**src/rtl/irq_ctrl_pkg.sv**
```systemverilog
// constants, tables and carrier types of the two-level interrupt controller
// assumes one clock domain and an AXI4-Lite master with 32-bit data
package irq_ctrl_pkg;

    localparam int NUM_SRC = 14;

    // register byte offsets
    localparam logic [7:0] OFF_INT_ENABLE      = 8'h00;
    localparam logic [7:0] OFF_EXT_INT_ENABLE  = 8'h04;
    localparam logic [7:0] OFF_INT_PRIORITY    = 8'h08;
    localparam logic [7:0] OFF_EXT_INT_PRIO    = 8'h0c;
    localparam logic [7:0] OFF_PENDING         = 8'h10;
    localparam logic [7:0] OFF_SERVICE_STATE   = 8'h14;
    localparam logic [7:0] OFF_EVENT_STATUS    = 8'h18;
    localparam logic [7:0] OFF_EVENT_MASK      = 8'h1c;

    // field positions
    localparam int GIE_BIT       = 7;
    localparam int LOW_SRC_COUNT = 7;
    localparam int EXT_RSVD_BIT  = 1;
    localparam int EV_TAKEN      = 0;
    localparam int EV_RETURN     = 1;
    localparam int EV_PREEMPT    = 2;
    localparam int NUM_EV        = 3;

    // reset values
    localparam logic [7:0]         REG8_RESET  = 8'h00;
    localparam logic [NUM_SRC-1:0] SRC_RESET   = 14'h0000;
    localparam logic [NUM_EV-1:0]  EV_RESET    = 3'h0;

    // sources whose pending flag clears when the call is made
    localparam logic [NUM_SRC-1:0] HW_CLEAR_MASK = 14'h000f;

    // timing in clock cycles
    localparam int DETECT_CYCLES = 1;
    localparam int CALL_CYCLES   = 4;
    localparam logic [2:0] CALL_LAST = 3'(CALL_CYCLES - 1);

    // per-source vector address and tie-break rank (lower rank wins)
    localparam logic [15:0] VECTOR_TABLE [NUM_SRC] = '{
        16'h0003, 16'h000b, 16'h0013, 16'h001b, 16'h0023, 16'h002b, 16'h0033,
        16'h003b, 16'h004b, 16'h0053, 16'h005b, 16'h0063, 16'h006b, 16'h0073};
    localparam logic [3:0] RANK_TABLE [NUM_SRC] = '{
        4'h0, 4'h1, 4'h2, 4'h3, 4'h4, 4'h5, 4'h6,
        4'h7, 4'h9, 4'ha, 4'hb, 4'hc, 4'hd, 4'he};

    localparam logic [1:0] RESP_OKAY   = 2'b00;
    localparam logic [1:0] RESP_SLVERR = 2'b10;

    typedef enum logic [1:0] {
        SEQ_RUN  = 2'b01,
        SEQ_CALL = 2'b10
    } seq_state_t;

    typedef struct packed {
        logic        awvalid;
        logic [7:0]  awaddr;
        logic        wvalid;
        logic [31:0] wdata;
        logic [3:0]  wstrb;
        logic        bready;
        logic        arvalid;
        logic [7:0]  araddr;
        logic        rready;
    } axil_req_t;

    typedef struct packed {
        logic        awready;
        logic        wready;
        logic        bvalid;
        logic [1:0]  bresp;
        logic        arready;
        logic        rvalid;
        logic [31:0] rdata;
        logic [1:0]  rresp;
    } axil_rsp_t;

    typedef struct packed {
        logic        start;
        logic        busy;
        logic [15:0] vector;
        logic        level;
    } call_t;

endpackage : irq_ctrl_pkg

```
**src/rtl/irq_ctrl.sv**
```systemverilog
// two-level interrupt controller: pending flags, enables, priority, long-call sequencing
// assumes the cpu pulses instr_done at each instruction end and return_from_interrupt_done at a return,
// and issues no instr_done while call.busy is high
//
// Contract
// - fourteen sources, each placed at low or high level.
// - a source event sets its pending flag regardless of enable.
// - enabled pending source makes a long call after the current instruction.
// - return resumes the interrupted program and restores the active level.
// - pending flags of disabled sources never raise a request.
// - per-source enable bits work only while the global enable is one.
// - a cleared enable still lets a call through at an instruction end in the one cycle after the write, whatever the instruction length.
// - a cleared enable reads zero even if an interrupt slipped through.
// - some flags clear at vectoring, others stay until software clears.
// - a flag still set after return re-enters after one more instruction.
// - software setting a pending flag acts like a hardware event.
// - high level preempts a low routine; a high routine is never preempted.
// - each source has a priority bit, low after reset.
// - higher level wins; equal levels use a fixed source ranking.
// - requests sampled every clock; fastest response is five cycles.
// - equal or lower requests wait past the return and one instruction.
`timescale 1ns/1ps

module irq_ctrl
    import irq_ctrl_pkg::*;
(
    // clock and reset
    input  wire logic               ref_clk,
    input  wire logic               reset,
    // register bus
    input  wire axil_req_t          axil_req,
    output axil_rsp_t               axil_rsp,
    // peripheral events
    input  wire logic [NUM_SRC-1:0] src_event,
    // cpu sequencer
    input  wire logic               instr_done,
    input  wire logic               return_from_interrupt_done,
    output call_t                   call,
    // interrupt to system
    output logic                    irq
);

    // register state
    logic                 gie_q, gie_d;
    logic [NUM_SRC-1:0]   en_q, en_d;
    logic [NUM_SRC-1:0]   prio_q, prio_d;
    logic [NUM_SRC-1:0]   pend_q, pend_d;
    logic [NUM_EV-1:0]    ev_stat_q, ev_stat_d;
    logic [NUM_EV-1:0]    ev_mask_q, ev_mask_d;
    logic                 irq_q, irq_d;

    // request and service state
    logic [NUM_SRC-1:0]   req_q, req_d;
    logic [1:0]           active_q, active_d;
    logic                 block_q, block_d;
    seq_state_t           st_q, st_d;
    logic [2:0]           cnt_q, cnt_d;
    call_t                call_q, call_d;

    // bus state
    axil_rsp_t            rsp_q, rsp_d;

    // winner selection
    logic                 win_valid;
    logic                 win_level;
    logic [3:0]           win_src;
    logic [3:0]           win_rank;
    logic                 take;
    logic [NUM_SRC-1:0]   auto_clr;
    logic [NUM_EV-1:0]    ev_set;

    // write and read decode
    logic                 wr_fire;
    logic                 rd_fire;
    logic [7:0]           wbyte;
    logic [31:0]          rd_data;
    logic                 rd_hit;
    logic                 wr_hit;

    assign wr_fire = axil_req.awvalid && axil_req.wvalid && !rsp_q.awready
                     && !rsp_q.bvalid;
    assign rd_fire = axil_req.arvalid && !rsp_q.arready && !rsp_q.rvalid;
    assign wbyte   = axil_req.wstrb[0] ? axil_req.wdata[7:0] : 8'h00;

    // priority decode over the detected requests
    always_comb
    begin
        win_valid = 1'b0;
        win_level = 1'b0;
        win_src   = 4'h0;
        win_rank  = 4'hf;
        for (int i = 0; i < NUM_SRC; i++)
        begin
            if (req_q[i])
            begin
                if (!win_valid || (prio_q[i] && !win_level)
                    || (prio_q[i] == win_level && RANK_TABLE[i] < win_rank))
                begin
                    win_valid = 1'b1;
                    win_level = prio_q[i];
                    win_src   = 4'(i);
                    win_rank  = RANK_TABLE[i];
                end
            end
        end
    end

    // call only at an instruction end; the first one after a return may take
    always_comb
    begin
        take = 1'b0;
        if (st_q == SEQ_RUN && instr_done && !return_from_interrupt_done && win_valid)
        begin
            if (win_level)
                take = !active_q[1];
            else
                take = !active_q[0] && !active_q[1];
        end
        auto_clr = '0;
        if (take)
            auto_clr[win_src] = HW_CLEAR_MASK[win_src];
    end

    // register file next state
    always_comb
    begin
        gie_d     = gie_q;
        en_d      = en_q;
        prio_d    = prio_q;
        pend_d    = pend_q & ~auto_clr;
        ev_mask_d = ev_mask_q;
        ev_set    = '0;
        ev_set[EV_TAKEN]   = take;
        ev_set[EV_RETURN]  = return_from_interrupt_done && (active_q != 2'b00);
        ev_set[EV_PREEMPT] = take && active_q[0];
        ev_stat_d = ev_stat_q;
        wr_hit    = 1'b0;
        if (wr_fire)
        begin
            wr_hit = 1'b1;
            unique case (axil_req.awaddr)
                OFF_INT_ENABLE:
                begin
                    gie_d = wbyte[GIE_BIT];
                    en_d[LOW_SRC_COUNT-1:0] = wbyte[LOW_SRC_COUNT-1:0];
                end
                OFF_EXT_INT_ENABLE:
                    en_d[NUM_SRC-1:LOW_SRC_COUNT] = {wbyte[7:2], wbyte[0]};
                OFF_INT_PRIORITY:
                    prio_d[LOW_SRC_COUNT-1:0] = wbyte[LOW_SRC_COUNT-1:0];
                OFF_EXT_INT_PRIO:
                    prio_d[NUM_SRC-1:LOW_SRC_COUNT] = {wbyte[7:2], wbyte[0]};
                OFF_PENDING:
                    pend_d = axil_req.wstrb[1:0] == 2'b11 ? axil_req.wdata[NUM_SRC-1:0]
                           : pend_d;
                OFF_EVENT_STATUS:
                    ev_stat_d = ev_stat_q & ~axil_req.wdata[NUM_EV-1:0];
                OFF_EVENT_MASK:
                    ev_mask_d = axil_req.wdata[NUM_EV-1:0];
                default:
                    wr_hit = 1'b0;
            endcase
        end
        pend_d    = pend_d | src_event;
        ev_stat_d = ev_stat_d | ev_set;
        irq_d     = |(ev_stat_d & ev_mask_d);
    end

    // detect stage and service sequencer next state
    always_comb
    begin
        req_d    = pend_q & en_q & {NUM_SRC{gie_q}};
        active_d = active_q;
        block_d  = block_q;
        st_d     = st_q;
        cnt_d    = cnt_q;
        call_d   = call_q;
        call_d.start = 1'b0;
        if (return_from_interrupt_done)
        begin
            if (active_q[1])
                active_d[1] = 1'b0;
            else
                active_d[0] = 1'b0;
            block_d = 1'b1;
        end
        else if (instr_done)
        begin
            block_d = 1'b0;
        end
        unique case (st_q)
            SEQ_RUN:
            begin
                if (take)
                begin
                    active_d[win_level] = 1'b1;
                    call_d.start  = 1'b1;
                    call_d.busy   = 1'b1;
                    call_d.vector = VECTOR_TABLE[win_src];
                    call_d.level  = win_level;
                    cnt_d         = 3'h0;
                    st_d          = SEQ_CALL;
                end
            end
            SEQ_CALL:
            begin
                if (cnt_q == CALL_LAST)
                begin
                    call_d.busy = 1'b0;
                    st_d        = SEQ_RUN;
                end
                else
                begin
                    cnt_d = cnt_q + 3'h1;
                end
            end
        endcase
    end

    // read mux; enable bits read as stored so a cleared enable shows zero
    always_comb
    begin
        rd_hit  = 1'b1;
        rd_data = 32'h0000_0000;
        unique case (axil_req.araddr)
            OFF_INT_ENABLE:
                rd_data[7:0] = {gie_q, en_q[LOW_SRC_COUNT-1:0]};
            OFF_EXT_INT_ENABLE:
                rd_data[7:0] = {en_q[NUM_SRC-1:LOW_SRC_COUNT+1], 1'b0, en_q[LOW_SRC_COUNT]};
            OFF_INT_PRIORITY:
                rd_data[7:0] = {1'b0, prio_q[LOW_SRC_COUNT-1:0]};
            OFF_EXT_INT_PRIO:
                rd_data[7:0] = {prio_q[NUM_SRC-1:LOW_SRC_COUNT+1], 1'b0,
                                prio_q[LOW_SRC_COUNT]};
            OFF_PENDING:
                rd_data[NUM_SRC-1:0] = pend_q;
            OFF_SERVICE_STATE:
                rd_data[5:0] = {call_q.busy, block_q, active_q, 2'(DETECT_CYCLES)};
            OFF_EVENT_STATUS:
                rd_data[NUM_EV-1:0] = ev_stat_q;
            OFF_EVENT_MASK:
                rd_data[NUM_EV-1:0] = ev_mask_q;
            default:
                rd_hit = 1'b0;
        endcase
    end

    // bus response next state
    always_comb
    begin
        rsp_d         = rsp_q;
        rsp_d.awready = wr_fire;
        rsp_d.wready  = wr_fire;
        rsp_d.arready = rd_fire;
        if (wr_fire)
        begin
            rsp_d.bvalid = 1'b1;
            rsp_d.bresp  = wr_hit ? RESP_OKAY : RESP_SLVERR;
        end
        else if (rsp_q.bvalid && axil_req.bready)
        begin
            rsp_d.bvalid = 1'b0;
        end
        if (rd_fire)
        begin
            rsp_d.rvalid = 1'b1;
            rsp_d.rdata  = rd_data;
            rsp_d.rresp  = rd_hit ? RESP_OKAY : RESP_SLVERR;
        end
        else if (rsp_q.rvalid && axil_req.rready)
        begin
            rsp_d.rvalid = 1'b0;
        end
    end

    always_ff @(posedge ref_clk)
    begin
        if (reset)
        begin
            gie_q     <= 1'b0;
            en_q      <= SRC_RESET;
            prio_q    <= SRC_RESET;
            pend_q    <= SRC_RESET;
            ev_stat_q <= EV_RESET;
            ev_mask_q <= EV_RESET;
            irq_q     <= 1'b0;
            req_q     <= SRC_RESET;
            active_q  <= 2'b00;
            block_q   <= 1'b0;
            st_q      <= SEQ_RUN;
            cnt_q     <= 3'h0;
            call_q    <= '0;
            rsp_q     <= '0;
        end
        else
        begin
            gie_q     <= gie_d;
            en_q      <= en_d;
            prio_q    <= prio_d;
            pend_q    <= pend_d;
            ev_stat_q <= ev_stat_d;
            ev_mask_q <= ev_mask_d;
            irq_q     <= irq_d;
            req_q     <= req_d;
            active_q  <= active_d;
            block_q   <= block_d;
            st_q      <= st_d;
            cnt_q     <= cnt_d;
            call_q    <= call_d;
            rsp_q     <= rsp_d;
        end
    end

    assign axil_rsp = rsp_q;
    assign call     = call_q;
    assign irq      = irq_q;

endmodule : irq_ctrl

```
**config.mk**
```make
export PLATFORM = sky130hd
export DESIGN_NAME = irq_ctrl
export DESIGN_NICKNAME = d
export VERILOG_FILES = /design/src/rtl/irq_ctrl_pkg.sv /design/src/rtl/irq_ctrl.sv
export SDC_FILE = /design/constraint.sdc
export NUM_CORES = 1
export LEC_CHECK = 0
export ABC_AREA = 1
export BUFFER_PORTS_ARGS = -buffer_cell sky130_fd_sc_hd__buf_2
export CORE_MARGIN = 2
export CORE_UTILIZATION = 57
export CTS_CLUSTER_DIAMETER = 120
export CTS_CLUSTER_SIZE = 25
export DETAILED_ROUTE_END_ITERATION = 16
export PLACE_DENSITY = 0.81
export SLEW_MARGIN = 40
export SYNTH_ARGS = -nofsm -noshare
export SYNTH_HDL_FRONTEND = slang
export SYNTH_SLANG_ARGS = --single-unit
```
**constraint.sdc**
```tcl
create_clock -name ref_clk -period 14.93 [get_ports ref_clk]
set_clock_uncertainty 0.1 [all_clocks]
set_input_delay 1.493 -clock ref_clk [delete_from_list [all_inputs] [get_ports ref_clk]]
set_output_delay 1.493 -clock ref_clk [all_outputs]
set_load 0.01 [all_outputs]
```
==> impl_summary.md <==
Finish
From synthesis to final layout, the design area changed by 11.43%. The share of final-layout standard cells stronger than drive strength 1 is between 15 and 20%. The final net count is 894.

The number of cells in the finished layout apart from fillers is 914. The number of antenna diodes is 0. The core occupancy in the finished layout is between 60% and 70%. The finished cells cover 5744 sq um.

STA
The count of final hold-check violations is 0. The achievable clock frequency is 108.0 MHz. The number of failing setup endpoints in the final timing report is 0. Setup repair after global routing left no endpoint under its margin. The period utilization is between 60% and 70%.

The number of max-slew violations in the final report came to 0. The setup TNS after final layout is 0 ns. The worst-case setup margin in the final layout is 5.673 ns. Subtracting the final worst setup slack from the clock period gives 9.257 ns. Hold timing on the final database bottoms out at a slack of 0.3678 ns. The transition time at the pin with the least slew margin is between 0.7 and 0.8 ns. The worst slew margin relative to its limit is 51.58%.

Floorplan
For this design the top-level I/O count stands at 136. Once the floorplan was initialized, standard cells occupied 58.82% of the core. The area of the core region is 8763 sq um. The die boundary height is 99.10 um. The die covers 9821 sq um. Measured along the x axis, the die boundary spans 99.10 um.

The floorplan has 34 rows.

Power and ir drop
The leakage power is ~2.8 nW. The post-layout total power is 0.4885 mW. The worst-case vdd ir drop is 56.38 uV. Dividing total power by cell area gives a power density of ~85 nW/um^2.

Synthesis
The area of the mapped netlist is 5155 sq um. The synthesized instance count is 726. The area share of fa/ha/maj cells after synthesis is 4.369%. A synthesized cell averages 7.100 sq um. The number of storage elements in the synthesis netlist is 100. The count of flip-flops with a built-in enable after synthesis is 0.

The share of cell area taken by muxes after synthesis is 0%. Synthesis instantiated 48 different standard cells from the library. By count the netlist is led by nand2_1, dfxtp_1, inv_1, a21oi_1, o21ai_0. The largest family of logic cells by synthesized area is simple AND/OR/NAND/NOR gates.

Summed over its instances, the top area cell type makes up 38.83% of the synthesized netlist area. dfxtp_1 takes more of the synthesized area than any other cell. The most common cell in the netlist is nand2_1. Ranked by total cell area, the synthesized netlist is headed by dfxtp_1, nand2_1, inv_1.

Among all flip-flop cells after synthesis, the most frequent one is dfxtp_1. The post-synthesis xor/xnor area fraction is 0.1699%. Summing the areas of all compound-gate instances in the mapped netlist gives 18.01% of the synthesized area. The simple-gate share of the synthesized area is ~25%.

The sequential area share after synthesis is between 30% and 40%. For this run, asynchronously set or reset flops after synthesis account for 0%. The Yosys step of the flow raised 0 warnings.

Global route
Global routing finished with a remaining overflow of 0. The number of antenna violations at the first check in global routing is 0. Entering global routing, the biggest net connects 48 pins. The number of global-route vias before repair came to approximately 4500.

The global-route wire length before repair is 21660 um. Across every metal layer, demand over resource in global routing totals 27.83%.

Route
The via count of the routed design is 4975. The number of remaining DRC errors is 0. The ratio of routed vias to standard cells is 5.443. For this run, the detailed router's first-pass iteration total came to 5.

The number of nets with antenna violations after routing is 0. The initial DRC count is slightly below 400. The average routed wire per standard cell is 14.97 um.

The aggregate routed wire length is 13680 um.

Placement
Timing analysis after detailed placement gives a worst setup slack of between 5 and 6 ns. The cell area reported after detailed placement is 5549 sq um. The number of input and output port buffers inserted is 85.

The half-perimeter wire length of the detailed placement result is 10360 um. The number of cells after detailed placement is 898. The routability-driven placement congestion ratio is approximately 0.97.

Flow run
The max-capacitance violation count is 0.

Setup path
The path type of the worst setup path is register to register. STA puts the critical path data required time at 15.10 ns. The nature of the critical path endpoint is a register. The cell type of the slowest stage on the worst timing path is dfxtp_1. The biggest fanout along the worst timing path is 5. Data arrives at the worst endpoint at 9.42 ns. The cell that appears most often on the critical path is nand2_1. The stage delay of the slowest cell on the critical path is 0.42 ns. The worst setup path is launched from a register.

Clock network
The count of clock tree sinks is 100. The number of buffers created by CTS is 9. CTS placed an instance of clkbuf_8 at the clock tree root.

The maximum buffer depth of the clock tree is 2. Post-CTS timing repair inserted 0 buffers for setup. The clock-pin transition on the worst setup and hold timing paths is 0.11 ns. The count of hold buffers inserted by post-cts repair is 0. CTS built an H-tree with a depth of 3.

TritonCTS built the clock tree. After clock tree synthesis, the repair step resized 0 gates. The clock latency on the worst-skew pair is 0.37 ns.

Hold path
The path category of the worst min-delay check is register to register.

Status
The flow ran to the end, and the final reports show no timing, DRC or antenna violations.
==> worst paths after layout <==
| kind | from | endpoint | slack, ns | cells after the start |
|---|---|---|---|---|
| worst min register to register | pend_q[4] | req_q[4] | 0.37 | 2 |
| worst max-delay path | req_q[1] | call[5] | 5.67 | 81 |
| worst min-delay path | pend_q[4] | req_q[4] | 0.37 | 2 |
| worst max register to register | req_q[1] | call[5] | 5.67 | 81 |
==> layout by cell type, fill, tap and decap left out, types with 3 or more instances in the layout <==
master    netlist  layout
nor3_1         18      14
nand2_2         3       3
nand4_1         4       4
nand3b_1        5       5
o22ai_1         3       3
clkbuf_8        0       9
inv_1         100     100
o21ai_1         7       7
o21bai_1        4       4
nand2_1       148     148
nor2_1         50      49
a21oi_1        62      62
ha_1           18      18
conb_1          1      30
dfxtp_1       100     100
or2_2           3       3
o21ai_0        59      59
nor2_2          3       4
a211oi_1        3       3
nor3_2          1       4
buf_4          32       3
a221oi_1        7       7
a21o_1          3       3
buf_2           0      85
nand3_1        36      36
inv_2           3       3
a21oi_2         4       4
or2_4           3       3
==> final cells by class <==
type | count | area [sq um]
Clock buffer | 9 | 123.9
Timing Repair Buffer | 88 | 447.9
Fill cell | 801 | 3019
Sequential cell | 100 | 2002
Inverter | 105 | 394.1
Multi-Input combinational cell | 497 | 2576
Clock inverter | 7 | 65.06
Tap cell | 108 | 135.1
==> power breakdown <==
group          switching (mW)  total [mW]  internal (mW)  leakage, nW
logic                  0.0270      0.0417         0.0146         1.86
registers             0.00411       0.277          0.273        0.813
clock network           0.105       0.170         0.0648       0.0943
==> sequential cells by signal, indices dropped and copies added, names as in the netlist, 2 cells and up <==
register   cells
axil_rsp      20
en_q          14
pend_q        14
prio_q        14
req_q         14
call           8
cnt_q          3
ev_mask_q      3
ev_stat_q      3
active_q       2
st_q           2
==> cells by family (layout without fill, tap and decap cells) <==
group           count (synthesis)  in the layout
flops                         100            100
other cells                     1             30
xor+xnor                        1              1
fa+ha+maj                      18             18
simple gates                  284            284
buf+inv                       158            209
compound gates                164            164
==> metal layers <==
metal	up-vias	global-route usage (%)	share of wire, %
met2	228	45.74	46
li1	2449	-	-
met4	0	8.535	1.9
met3	26	5.130	7.8
met1	2272	37.44	44
met5	-	0	0
==> worst max-delay path, delay by kind of cell, from the launching register on <==
kind                       cells  cell delay (ns)
adders and majority gates     13             2.19
and+or+nand+nor               42             3.84
AOI/OAI and AO/OA              7             1.59
DFF                            1             0.42
buffers and inverters         19             1.05
(Power assumes the default switching activity.)
